<file path="src/common/tcc_pkg.sv">
// Shared constants and types of the timer/counter channel
package tcc_pkg;
   // Register byte offsets
   localparam logic [7:0] TCC_CCR_OFS = 8'h00;
   localparam logic [7:0] TCC_CMR_OFS = 8'h04;
   localparam logic [7:0] TCC_CV_OFS = 8'h10;
   localparam logic [7:0] TCC_RA_OFS = 8'h14;
   localparam logic [7:0] TCC_RB_OFS = 8'h18;
   localparam logic [7:0] TCC_RC_OFS = 8'h1c;
   localparam logic [7:0] TCC_SR_OFS = 8'h20;
   localparam logic [7:0] TCC_BCR_OFS = 8'hc0;
   localparam logic [7:0] TCC_BMR_OFS = 8'hc4;
   // Channel control command bits
   localparam int TCC_CCR_ON = 0;
   localparam int TCC_CCR_OFF = 1;
   localparam int TCC_CCR_SWT = 2;
   localparam int TCC_BCR_SIM = 0;
   // Channel mode fields
   localparam int TCC_CMR_CLK = 0;
   localparam int TCC_CMR_INV = 3;
   localparam int TCC_CMR_GATE = 4;
   localparam int TCC_CMR_STOP = 6;
   localparam int TCC_CMR_DIS = 7;
   localparam int TCC_CMR_EDGE = 8;
   localparam int TCC_CMR_TSEL = 10;
   localparam int TCC_CMR_ESRC = 10;
   localparam int TCC_CMR_ETEN = 12;
   localparam int TCC_CMR_CTRG = 14;
   localparam int TCC_CMR_WAVE = 15;
   localparam int TCC_CMR_LDA = 16;
   localparam int TCC_CMR_LDB = 18;
   localparam int TCC_CMR_ACTS = 16;
   localparam logic [31:0] TCC_CMR_RST = 32'h0000_0000;
   localparam logic [5:0] TCC_BMR_RST = 6'h00;
   // Status bit positions
   localparam int TCC_SR_OVF = 0;
   localparam int TCC_SR_LOVR = 1;
   localparam int TCC_SR_CPA = 2;
   localparam int TCC_SR_CPB = 3;
   localparam int TCC_SR_CPC = 4;
   localparam int TCC_SR_LDA = 5;
   localparam int TCC_SR_LDB = 6;
   localparam int TCC_SR_ETRG = 7;
   localparam int TCC_SR_CLKON = 16;
   localparam int TCC_SR_STICKY = 8;
   localparam logic [15:0] TCC_CNT_MAX = 16'hffff;
   localparam int TCC_DIV_W = 10;
   localparam int TCC_NSYNC = 8;
   typedef enum logic [1:0] {
      TCC_EDGE_NONE = 2'b00, TCC_EDGE_RISE = 2'b01,
      TCC_EDGE_FALL = 2'b10, TCC_EDGE_BOTH = 2'b11
   } tcc_edge_t;
   typedef enum logic [1:0] {
      TCC_ACT_NONE = 2'b00, TCC_ACT_SET = 2'b01,
      TCC_ACT_CLR = 2'b10, TCC_ACT_TOG = 2'b11
   } tcc_act_t;
   typedef enum logic {
      TCC_WAIT_A = 1'b0, TCC_WAIT_B = 1'b1
   } tcc_phase_t;
endpackage

</file>
<file path="src/logic/tcc_channel.sv">
// One 16-bit timer/counter channel with its block registers, Wishbone slave
//
// Local design decisions: the address map and the Wishbone slave port.
`timescale 1ns/10ps
// Summary of operation
// - 16-bit counter increments on each rising edge of the conditioned clock.
// - Wrap from all ones to zero sets the overflow flag.
// - Counter readable live; after a trigger it zeroes on next clock edge.
// - Clock chosen from master clock /2,/8,/32,/128,/1024 or three external inputs.
// - Block mode routes each external input from its pin or a peer line A.
// - Clock inversion option; burst gating passes clock while chosen input high.
// - On and off commands enable clock; while off start and stop ignored.
// - Load B (capture) or compare C (waveform) may disable the clock.
// - Triggers start clock; load B or compare C may stop it, when enabled.
// - Mode bit selects capture (lines in) or waveform (A out, B out unless event).
// - Trigger zeroes counter and starts clock; soft and block-wide triggers.
// - Compare C match may act as a trigger in both modes.
// - Capture copies counter into A and B on chosen line A edges.
// - A loads first after trigger or B; B only after A.
// - Reloading an unread capture register overwrites it and flags overrun.
// - Capture trigger input is line A or B, edge selectable, zero disables.
// - Status event flags are sticky and clear on status read.
// - Waveform: A and B compares drive lines, C may drive both and set period.
// - Waveform event from line B or an external input, edge set, may trigger.
// - Output controller sets, clears or toggles lines per event.
// - Coinciding output events: soft trigger, event, compare C, then A or B.
module tcc_channel
   import tcc_pkg::*;
(
   input wire logic core_clk,
   input wire logic nrst,
   input wire logic wb_cyc_i,
   input wire logic wb_stb_i,
   input wire logic wb_we_i,
   input wire logic [7:0] wb_adr_i,
   input wire logic [3:0] wb_sel_i,
   input wire logic [31:0] wb_dat_i,
   output logic [31:0] wb_dat_o,
   output logic wb_ack_o,
   input wire logic [2:0] ext_clock_pin,
   input wire logic [2:0] peer_io_line_a,
   input wire logic io_line_a_i,
   output logic io_line_a_o,
   output logic io_line_a_oe,
   input wire logic io_line_b_i,
   output logic io_line_b_o,
   output logic io_line_b_oe
);
   logic [7:0] s1, s2, s3, lvl, lvl_d;
   logic [TCC_DIV_W-1:0] div;
   logic [31:0] cmr;
   logic [5:0] bmr;
   logic [15:0] cnt, ra, rb, rc;
   logic [7:0] sr;
   logic clk_en, clk_run, rst_pend, cond_d, cnt_upd, ra_unread, rb_unread;
   tcc_phase_t phase;
   logic [2:0] xc, xc_d;
   logic [3:0] gate_src;
   logic src, cond, clk_edge, cnt_step;
   logic wave, req, wr, rd, sr_read, sw_trig, ext_trig, evt, trig;
   logic cmp_a, cmp_b, cmp_c, ld_a, ld_b, stop_ev, dis_ev, on_cmd, off_cmd;
   logic [31:0] rdata;

   function automatic logic edge_hit(input logic [1:0] sel, input logic cur,
                                     input logic prv);
      case (sel)
         TCC_EDGE_RISE: return cur & ~prv;
         TCC_EDGE_FALL: return ~cur & prv;
         TCC_EDGE_BOTH: return cur ^ prv;
         default: return 1'b0;
      endcase
   endfunction

   function automatic logic xc_pick(input logic [1:0] sel, input logic pin,
                                    input logic pa, input logic pb);
      case (sel)
         2'd0: return pin;
         2'd2: return pa;
         2'd3: return pb;
         default: return 1'b0;
      endcase
   endfunction

   function automatic logic act(input logic [1:0] a, input logic cur);
      case (a)
         TCC_ACT_SET: return 1'b1;
         TCC_ACT_CLR: return 1'b0;
         TCC_ACT_TOG: return ~cur;
         default: return cur;
      endcase
   endfunction

   // Acts order: [7:6] soft, [5:4] event, [3:2] compare C, [1:0] compare A/B
   function automatic logic out_next(input logic sw, input logic ev,
                                     input logic c, input logic x,
                                     input logic [7:0] a, input logic cur);
      if (sw) begin
         return act(a[7:6], cur);
      end else if (ev) begin
         return act(a[5:4], cur);
      end else if (c) begin
         return act(a[3:2], cur);
      end else if (x) begin
         return act(a[1:0], cur);
      end
      return cur;
   endfunction

   // Pins and peer lines: three flops, change accepted when last two agree
   always_ff @(posedge core_clk) begin
      if (!nrst) begin
         s1 <= '0;
         s2 <= '0;
         s3 <= '0;
         lvl_d <= '0;
      end else begin
         s1 <= {io_line_b_i, io_line_a_i, peer_io_line_a, ext_clock_pin};
         s2 <= s1;
         s3 <= s2;
         lvl_d <= lvl;
      end
   end

   generate
      for (genvar i = 0; i < TCC_NSYNC; i++) begin : g_flt
         always_ff @(posedge core_clk) begin
            if (!nrst) begin
               lvl[i] <= 1'b0;
            end else if (s2[i] == s3[i]) begin
               lvl[i] <= s3[i];
            end
         end
      end
   endgenerate

   always_comb begin
      xc[0] = xc_pick(bmr[1:0], lvl[0], lvl[4], lvl[5]);
      xc[1] = xc_pick(bmr[3:2], lvl[1], lvl[3], lvl[5]);
      xc[2] = xc_pick(bmr[5:4], lvl[2], lvl[3], lvl[4]);
      case (cmr[TCC_CMR_CLK +: 3])
         3'd0: src = div[0];
         3'd1: src = div[2];
         3'd2: src = div[4];
         3'd3: src = div[6];
         3'd4: src = div[9];
         3'd5: src = xc[0];
         3'd6: src = xc[1];
         default: src = xc[2];
      endcase
      // Gate select 0 picks the constant one, so no gating
      gate_src = {xc, 1'b1};
      cond = (src ^ cmr[TCC_CMR_INV]) & gate_src[cmr[TCC_CMR_GATE +: 2]];
   end

   assign clk_edge = cond & ~cond_d;
   assign cnt_step = clk_edge & clk_en & clk_run;
   assign wave = cmr[TCC_CMR_WAVE];

   // Bus decode: every access acks one cycle after the request appears
   assign req = wb_cyc_i & wb_stb_i & ~wb_ack_o;
   assign wr = req & wb_we_i;
   assign rd = req & ~wb_we_i;
   assign sr_read = rd & (wb_adr_i == TCC_SR_OFS);
   assign on_cmd = wr & wb_sel_i[0] & (wb_adr_i == TCC_CCR_OFS) & wb_dat_i[TCC_CCR_ON];
   assign off_cmd = wr & wb_sel_i[0] & (wb_adr_i == TCC_CCR_OFS) & wb_dat_i[TCC_CCR_OFF];
   assign sw_trig = wr & wb_sel_i[0] &
                    (((wb_adr_i == TCC_CCR_OFS) & wb_dat_i[TCC_CCR_SWT]) |
                     ((wb_adr_i == TCC_BCR_OFS) & wb_dat_i[TCC_BCR_SIM]));

   // Compares look at the counter value just after it moved
   assign cmp_a = cnt_upd & (cnt == ra) & wave;
   assign cmp_b = cnt_upd & (cnt == rb) & wave;
   assign cmp_c = cnt_upd & (cnt == rc);
   assign ld_a = ~wave & (phase == TCC_WAIT_A) &
                 edge_hit(cmr[TCC_CMR_LDA +: 2], lvl[6], lvl_d[6]);
   assign ld_b = ~wave & (phase == TCC_WAIT_B) &
                 edge_hit(cmr[TCC_CMR_LDB +: 2], lvl[6], lvl_d[6]);

   always_comb begin
      evt = 1'b0;
      if (wave) begin
         case (cmr[TCC_CMR_ESRC +: 2])
            2'd0: evt = edge_hit(cmr[TCC_CMR_EDGE +: 2], lvl[7], lvl_d[7]);
            2'd1: evt = edge_hit(cmr[TCC_CMR_EDGE +: 2], xc[0], xc_d[0]);
            2'd2: evt = edge_hit(cmr[TCC_CMR_EDGE +: 2], xc[1], xc_d[1]);
            default: evt = edge_hit(cmr[TCC_CMR_EDGE +: 2], xc[2], xc_d[2]);
         endcase
         ext_trig = evt & cmr[TCC_CMR_ETEN];
      end else if (cmr[TCC_CMR_TSEL]) begin
         ext_trig = edge_hit(cmr[TCC_CMR_EDGE +: 2], lvl[7], lvl_d[7]);
      end else begin
         ext_trig = edge_hit(cmr[TCC_CMR_EDGE +: 2], lvl[6], lvl_d[6]);
      end
      trig = sw_trig | ext_trig | (cmp_c & cmr[TCC_CMR_CTRG]);
      stop_ev = wave ? cmp_c & cmr[TCC_CMR_STOP] : ld_b & cmr[TCC_CMR_STOP];
      dis_ev = wave ? cmp_c & cmr[TCC_CMR_DIS] : ld_b & cmr[TCC_CMR_DIS];
   end

   always_ff @(posedge core_clk) begin
      if (!nrst) begin
         div <= '0;
         cond_d <= 1'b0;
         xc_d <= '0;
      end else begin
         div <= div + 1'b1;
         cond_d <= cond;
         xc_d <= xc;
      end
   end

   // A peer line on the external input is only as fresh as the filter allows
   always_ff @(posedge core_clk) begin
      if (!nrst) begin
         clk_en <= 1'b0;
         clk_run <= 1'b0;
      end else begin
         if (off_cmd | dis_ev) begin
            clk_en <= 1'b0;
         end else if (on_cmd) begin
            clk_en <= 1'b1;
         end
         // Stop beats a coincident trigger so one-shot pulses end cleanly
         if (clk_en & stop_ev) begin
            clk_run <= 1'b0;
         end else if ((clk_en | on_cmd) & ~off_cmd & trig) begin
            clk_run <= 1'b1;
         end
      end
   end

   always_ff @(posedge core_clk) begin
      if (!nrst) begin
         cnt <= '0;
         rst_pend <= 1'b0;
         cnt_upd <= 1'b0;
      end else begin
         cnt_upd <= cnt_step;
         if (cnt_step) begin
            cnt <= rst_pend ? 16'h0000 : cnt + 16'h0001;
            rst_pend <= trig;
         end else if (trig) begin
            rst_pend <= 1'b1;
         end
      end
   end

   always_ff @(posedge core_clk) begin
      if (!nrst) begin
         phase <= TCC_WAIT_A;
      end else if (trig) begin
         phase <= TCC_WAIT_A;
      end else if (ld_a) begin
         phase <= TCC_WAIT_B;
      end else if (ld_b) begin
         phase <= TCC_WAIT_A;
      end else begin
         phase <= phase;
      end
   end

   // Register file writes; capture registers are read only in capture mode
   always_ff @(posedge core_clk) begin
      if (!nrst) begin
         cmr <= TCC_CMR_RST;
         bmr <= TCC_BMR_RST;
         ra <= '0;
         rb <= '0;
         rc <= '0;
      end else begin
         for (int b = 0; b < 4; b++) begin
            if (wr & wb_sel_i[b] & (wb_adr_i == TCC_CMR_OFS)) begin
               cmr[b*8 +: 8] <= wb_dat_i[b*8 +: 8];
            end
         end
         for (int b = 0; b < 2; b++) begin
            if (wr & wb_sel_i[b] & wave & (wb_adr_i == TCC_RA_OFS)) begin
               ra[b*8 +: 8] <= wb_dat_i[b*8 +: 8];
            end
            if (wr & wb_sel_i[b] & wave & (wb_adr_i == TCC_RB_OFS)) begin
               rb[b*8 +: 8] <= wb_dat_i[b*8 +: 8];
            end
            if (wr & wb_sel_i[b] & (wb_adr_i == TCC_RC_OFS)) begin
               rc[b*8 +: 8] <= wb_dat_i[b*8 +: 8];
            end
         end
         if (wr & wb_sel_i[0] & (wb_adr_i == TCC_BMR_OFS)) begin
            bmr <= wb_dat_i[5:0];
         end
         if (ld_a) begin
            ra <= cnt;
         end
         if (ld_b) begin
            rb <= cnt;
         end
      end
   end

   // Sticky flags; a new event in the clearing cycle survives
   always_ff @(posedge core_clk) begin
      if (!nrst) begin
         sr <= '0;
         ra_unread <= 1'b0;
         rb_unread <= 1'b0;
      end else begin
         ra_unread <= ld_a | (ra_unread & ~(rd & (wb_adr_i == TCC_RA_OFS)));
         rb_unread <= ld_b | (rb_unread & ~(rd & (wb_adr_i == TCC_RB_OFS)));
         sr[TCC_SR_OVF] <= (cnt_step & ~rst_pend & (cnt == TCC_CNT_MAX)) |
                           (sr[TCC_SR_OVF] & ~sr_read);
         sr[TCC_SR_LOVR] <= (ld_a & ra_unread) | (ld_b & rb_unread) |
                            (sr[TCC_SR_LOVR] & ~sr_read);
         sr[TCC_SR_CPA] <= cmp_a | (sr[TCC_SR_CPA] & ~sr_read);
         sr[TCC_SR_CPB] <= cmp_b | (sr[TCC_SR_CPB] & ~sr_read);
         sr[TCC_SR_CPC] <= cmp_c | (sr[TCC_SR_CPC] & ~sr_read);
         sr[TCC_SR_LDA] <= ld_a | (sr[TCC_SR_LDA] & ~sr_read);
         sr[TCC_SR_LDB] <= ld_b | (sr[TCC_SR_LDB] & ~sr_read);
         sr[TCC_SR_ETRG] <= ext_trig | (sr[TCC_SR_ETRG] & ~sr_read);
      end
   end

   always_comb begin
      case (wb_adr_i)
         TCC_CMR_OFS: rdata = cmr;
         TCC_CV_OFS: rdata = {16'h0000, cnt};
         TCC_RA_OFS: rdata = {16'h0000, ra};
         TCC_RB_OFS: rdata = {16'h0000, rb};
         TCC_RC_OFS: rdata = {16'h0000, rc};
         TCC_SR_OFS: rdata = {15'h0000, clk_en, 8'h00, sr};
         TCC_BMR_OFS: rdata = {26'h0000000, bmr};
         default: rdata = 32'h0000_0000;
      endcase
   end

   always_ff @(posedge core_clk) begin
      if (!nrst) begin
         wb_ack_o <= 1'b0;
         wb_dat_o <= '0;
      end else begin
         wb_ack_o <= req;
         wb_dat_o <= rd ? rdata : 32'h0000_0000;
      end
   end

   // Output controller; line B drives only when not the event input
   always_ff @(posedge core_clk) begin
      if (!nrst) begin
         io_line_a_o <= 1'b0;
         io_line_b_o <= 1'b0;
         io_line_a_oe <= 1'b0;
         io_line_b_oe <= 1'b0;
      end else begin
         io_line_a_oe <= wave;
         io_line_b_oe <= wave & (cmr[TCC_CMR_ESRC +: 2] != 2'd0);
         if (wave) begin
            io_line_a_o <= out_next(sw_trig, evt, cmp_c, cmp_a,
               {cmr[TCC_CMR_ACTS+6 +: 2], cmr[TCC_CMR_ACTS+4 +: 2],
                cmr[TCC_CMR_ACTS+2 +: 2], cmr[TCC_CMR_ACTS +: 2]},
               io_line_a_o);
            if (cmr[TCC_CMR_ESRC +: 2] != 2'd0) begin
               io_line_b_o <= out_next(sw_trig, evt, cmp_c, cmp_b,
                  cmr[TCC_CMR_ACTS+8 +: 8], io_line_b_o);
            end
         end
      end
   end

   property p_ovf;
      @(posedge core_clk) disable iff (!nrst)
      cnt_step && !rst_pend && cnt == 16'hffff |=> cnt == 16'h0000 && sr[TCC_SR_OVF];
   endproperty
   a_ovf: assert property (p_ovf) else $error("overflow not flagged");

   property p_zero;
      @(posedge core_clk) disable iff (!nrst)
      rst_pend && cnt_step |=> cnt == 16'h0000;
   endproperty
   a_zero: assert property (p_zero) else $error("counter not zeroed");

   property p_off;
      @(posedge core_clk) disable iff (!nrst)
      off_cmd |=> !clk_en ##1 !cnt_upd;
   endproperty
   a_off: assert property (p_off) else $error("clock still enabled");

   property p_stop;
      @(posedge core_clk) disable iff (!nrst)
      clk_en && stop_ev |=> !clk_run;
   endproperty
   a_stop: assert property (p_stop) else $error("clock not stopped");

   property p_trig;
      @(posedge core_clk) disable iff (!nrst)
      clk_en && sw_trig && !stop_ev |=> clk_run && (rst_pend || cnt == 16'h0000);
   endproperty
   a_trig: assert property (p_trig) else $error("trigger not applied");

   property p_ctrg;
      @(posedge core_clk) disable iff (!nrst)
      cmp_c && cmr[TCC_CMR_CTRG] |=> rst_pend;
   endproperty
   a_ctrg: assert property (p_ctrg) else $error("compare C no trigger");

   property p_seq;
      @(posedge core_clk) disable iff (!nrst)
      ld_a |=> phase == TCC_WAIT_B && ra == $past(cnt);
   endproperty
   a_seq: assert property (p_seq) else $error("load A sequence wrong");

   property p_ovr;
      @(posedge core_clk) disable iff (!nrst)
      ld_b && rb_unread |=> sr[TCC_SR_LOVR];
   endproperty
   a_ovr: assert property (p_ovr) else $error("overrun not flagged");

   property p_sticky;
      @(posedge core_clk) disable iff (!nrst)
      sr[TCC_SR_CPC] && !sr_read |=> sr[TCC_SR_CPC];
   endproperty
   a_sticky: assert property (p_sticky) else $error("flag lost");

   property p_oe;
      @(posedge core_clk) disable iff (!nrst)
      !wave ##1 !wave |-> !io_line_a_oe && !io_line_b_oe;
   endproperty
   a_oe: assert property (p_oe) else $error("line driven in capture");
endmodule

</file>
<file path="config.mk">
export PLATFORM = sky130hd
export DESIGN_NAME = tcc_channel
export DESIGN_NICKNAME = d
export VERILOG_FILES = /design/src/common/tcc_pkg.sv /design/src/logic/tcc_channel.sv
export SDC_FILE = /design/constraint.sdc
export NUM_CORES = 1
export LEC_CHECK = 0
export ABC_CLOCK_PERIOD_IN_PS = 3300
export BUFFER_PORTS_ARGS = -buffer_cell sky130_fd_sc_hd__clkbuf_2
export CAP_MARGIN = 15
export CORE_UTILIZATION = 34
export CTS_CLUSTER_DIAMETER = 80
export CTS_CLUSTER_SIZE = 16
export DETAILED_ROUTE_END_ITERATION = 6
export GPL_ROUTABILITY_DRIVEN = 0
export GPL_TIMING_DRIVEN = 0
export HOLD_SLACK_MARGIN = 0.1
export PLACE_DENSITY = 0.47
export SYNTH_ARGS = -nofsm -noshare
export SYNTH_HDL_FRONTEND = slang
export SYNTH_SLANG_ARGS = --single-unit
</file>
<file path="constraint.sdc">
create_clock -name core_clk -period 3.3 [get_ports core_clk]
set_clock_uncertainty 0.2 [all_clocks]
set_input_delay 0.33 -clock core_clk [delete_from_list [all_inputs] [get_ports core_clk]]
set_output_delay 0.33 -clock core_clk [all_outputs]
set_load 0.02 [all_outputs]
</file>
==> impl_metrics.env <==
export IMPL_status="complete, no violations"
export IMPL_p_leak_nw=4.320
export IMPL_dp_cells=1561
export IMPL_ys_warn_count=0
export IMPL_hold_violations=0
export IMPL_setup_tns_ns=0
export IMPL_drc=0
export IMPL_die_area_sq_um=29160
export IMPL_cts_tree="yes"
export IMPL_layout_nets=1313
export IMPL_setup_violations=0
export IMPL_nFillCells=2894
export IMPL_antenna_found_initial=0
export IMPL_tritoncts_num_buffers=16
export IMPL_port_buffers=91
export IMPL_overflow=0
export IMPL_worst_slew_pin_slew_ns=1.140
export IMPL_p_comb_share_pct=9.5
export IMPL_layout_cells_non_filler=1620
export IMPL_fp_row_count=61
export IMPL_ios=94
export IMPL_cp_start_kind="register"
export IMPL_async_reset_ff_share_pct=0
export IMPL_wl_per_cell_um=20.76
export IMPL_ctsRootBufferMaster="clkbuf_16"
export IMPL_avgSynthCellArea_sq_um=8.875
export IMPL_fin_crit_ns=3.168
export IMPL_hold_class="in -> reg"
export IMPL_syn_num_nets=1163
export IMPL_rsz0062_at_grt="false"
export IMPL_cp_max_fo=10
export IMPL_p_per_area_nw_per_um2=418.2
export IMPL_netlist_instances=1091
export IMPL_grt_pass1_vias=8044
export IMPL_clk_path_buf_depth=3
export IMPL_core_area_sq_um=27930
export IMPL_finalCritPeriodShare_pct=95.99
export IMPL_clkLatencyLatePin_ns=0.51
export IMPL_netlist_area_sq_um=9683
export IMPL_maxSlewViolCount=0
export IMPL_p_int_mw=3.566
export IMPL_num_vias=8549
export IMPL_stdcell_area_sq_um=11480
export IMPL_place_area_sq_um=10630
export IMPL_dpl_hpwl_mm=25.43
export IMPL_swShare_pct=25.73
export IMPL_postCtsSetupBuffers=0
export IMPL_critPathCaptureType="register"
export IMPL_syn_to_final_growth_pct=18.56
export IMPL_drtIter0Drc=650
export IMPL_antenna_diode_count=0
export IMPL_h_tree_depth=1
export IMPL_drive_above_1_share_pct=13.93
export IMPL_die_h_um=170.8
export IMPL_die_x_um=170.8
export IMPL_firstDrtPassIters=5
export IMPL_pre_cts_slack_ns=-0.08589
export IMPL_finalPower_mw=4.801
export IMPL_hold_ws_ns=0.1885
export IMPL_drv_cap=0
export IMPL_synth_main_ff_cell="dfxtp_1"
export IMPL_fin_ws_ns=0.1324
export IMPL_start_util_pct=34.66
export IMPL_yosysSeqAreaShare_pct=41.76
export IMPL_crit_required_ns=3.43
export IMPL_ys_ff_latch=202
export IMPL_final_cell_mix="202 x dfxtp_1, 121 x nor2_1, 94 x nand2_1, 91 x clkbuf_2, 70 x mux2i_1"
export IMPL_p_seq_share_pct=51.8
export IMPL_crit_type="reg -> reg"
export IMPL_clock_sinks=202
export IMPL_wirelength_mm=33.63
export IMPL_max_slew_margin_pct=23.61
export IMPL_viasPerCell=5.277
export IMPL_yosysUniqueCellTypes=73
export IMPL_final_util_pct=41.10
export IMPL_synth_edf_count=0
export IMPL_clock_fmax_mhz=315.7
export IMPL_final_common_cell="dfxtp_1"
export IMPL_grt_first_pass_wirelength_mm=50.65
export IMPL_clk_pin_slew_worst_paths_ns=0.08
export IMPL_grt_total_usage_pct=23.19
export IMPL_peakVddDrop_v=0.0002287
export IMPL_critPathArrivalTime_ns=3.30
export IMPL_switching_power_mw=1.235
export IMPL_clkPwrFrac_pct=38.7
export IMPL_grt_max_degree=17
export IMPL_ant_nets=0
==> power groups by stage <==
stage | Clock, mW | Sequential, mW | Combinational [mW]
final | 1.86 | 2.49 | 0.456
after CTS | 1.90 | 2.49 | 0.454
after global routing | 2.00 | 2.49 | 0.497
after global placement | 0 | 2.55 | 0.412
after detailed placement | 0 | 2.55 | 0.413
after floorplan | 0 | 2.54 | 0.251
==> logic make-up after synthesis <==
| family | Yosys count | synth area share (%) |
|---|---|---|
| muxes | 88 | 10.12 |
| buffers and inverters | 99 | 4.161 |
| adders and majority gates | 15 | 1.938 |
| DFF | 202 | 41.76 |
| and+or+nand+nor | 428 | 22.57 |
| AOI/OAI and AO/OA | 204 | 14.47 |
| xor gates and xnor gates | 55 | 4.975 |
==> critical path: stages (launching register included) <==
cell and delay (ns):
dfxtp_1 0.48, mux4_2 0.55, nor2b_4 0.15, a21oi_4 0.13, nand3_1 0.16, nand3b_4 0.20, buf_6 0.17, buf_2 0.24
nand2_1 0.19, a41oi_1 0.52
==> registers in the layout (all words and copies together), names as in the netlist, 2 cells and up <==
register / count
cmr: 32
wb_dat_o: 32
cnt: 16
ra: 16
rb: 16
rc: 16
div: 10
lvl: 8
s1: 8
s2: 8
s3: 8
sr: 8
bmr: 6
xc_d: 3
lvl_d: 2
==> layer usage <==
metal / share of wire, % / track usage, % / vias up
met5: 0 / 0 / -
met3: 4.9 / 3.354 / 38
met1: 49 / 32.59 / 4072
li1: - / - / 4201
met4: 2.0 / 5.405 / 0
met2: 44 / 37.18 / 238
==> synth_stat cells (5+ instances only) <==
library cell	count	area (sq um)
nor4_1	8	50.05
mux2_2	9	101.4
and2_1	29	181.4
inv_1	19	71.32
clkbuf_1	57	214.0
dfxtp_1	202	4044
ha_1	15	187.7
or3b_2	5	43.79
or2_2	7	43.79
nand3_1	55	275.3
xnor2_1	26	227.7
and3_1	23	143.9
nor2_1	121	454.2
a31oi_1	16	100.1
nand2_1	94	352.8
or3_1	7	43.79
a21oi_1	60	300.3
a222oi_1	15	150.1
buf_2	19	95.09
nand4_1	10	62.56
a211oi_1	34	255.2
xor2_1	29	254.0
o21ai_0	20	100.1
mux2i_1	72	720.7
or4_1	10	75.07
nand3b_1	9	67.56
nor3_1	14	70.07
mux4_2	7	157.7
o21a_1	6	45.04
nand2b_1	6	37.54
a22o_1	10	87.58
==> cell type report <==
| cell class | instances | area (sq um) | area share, % |
|---|---|---|---|
| plain buffers | 78 | 324.1 | 2.823 |
| repair buffers | 133 | 873.3 | 7.608 |
| well taps | 378 | 473.0 | 4.120 |
| inverters | 20 | 75.07 | 0.6539 |
| flip-flops and latches | 202 | 4044 | 35.23 |
| clock buffers | 18 | 429.2 | 3.738 |
| multi-input cells | 790 | 5254 | 45.77 |
| clock inverters | 1 | 7.507 | 0.06539 |
==> what timing repair did <==
action / CTS / global route
setup endpoints to repair: 2 / 5
gates cloned: 0 / 0
hold buffers: 41 / 0
hold endpoints to repair: 92 / 0
gates resized for setup: 3 / 2
==> final timing paths <==
check                 startpoint               endpoint  slack, ns  depth (start not counted)
min                  wb_sel_i[2]   cmr[20]$_SDFFE_PN0P_       0.19                          4
min reg2reg     s1[2]$_SDFF_PN0_       s2[2]$_SDFF_PN0_       0.23                          1
max          cmr[0]$_SDFFE_PN0P_  rst_pend$_SDFFE_PN0P_       0.13                          9
max reg2reg  cmr[0]$_SDFFE_PN0P_  rst_pend$_SDFFE_PN0P_       0.13                          9
(Power assumes the default switching activity.)
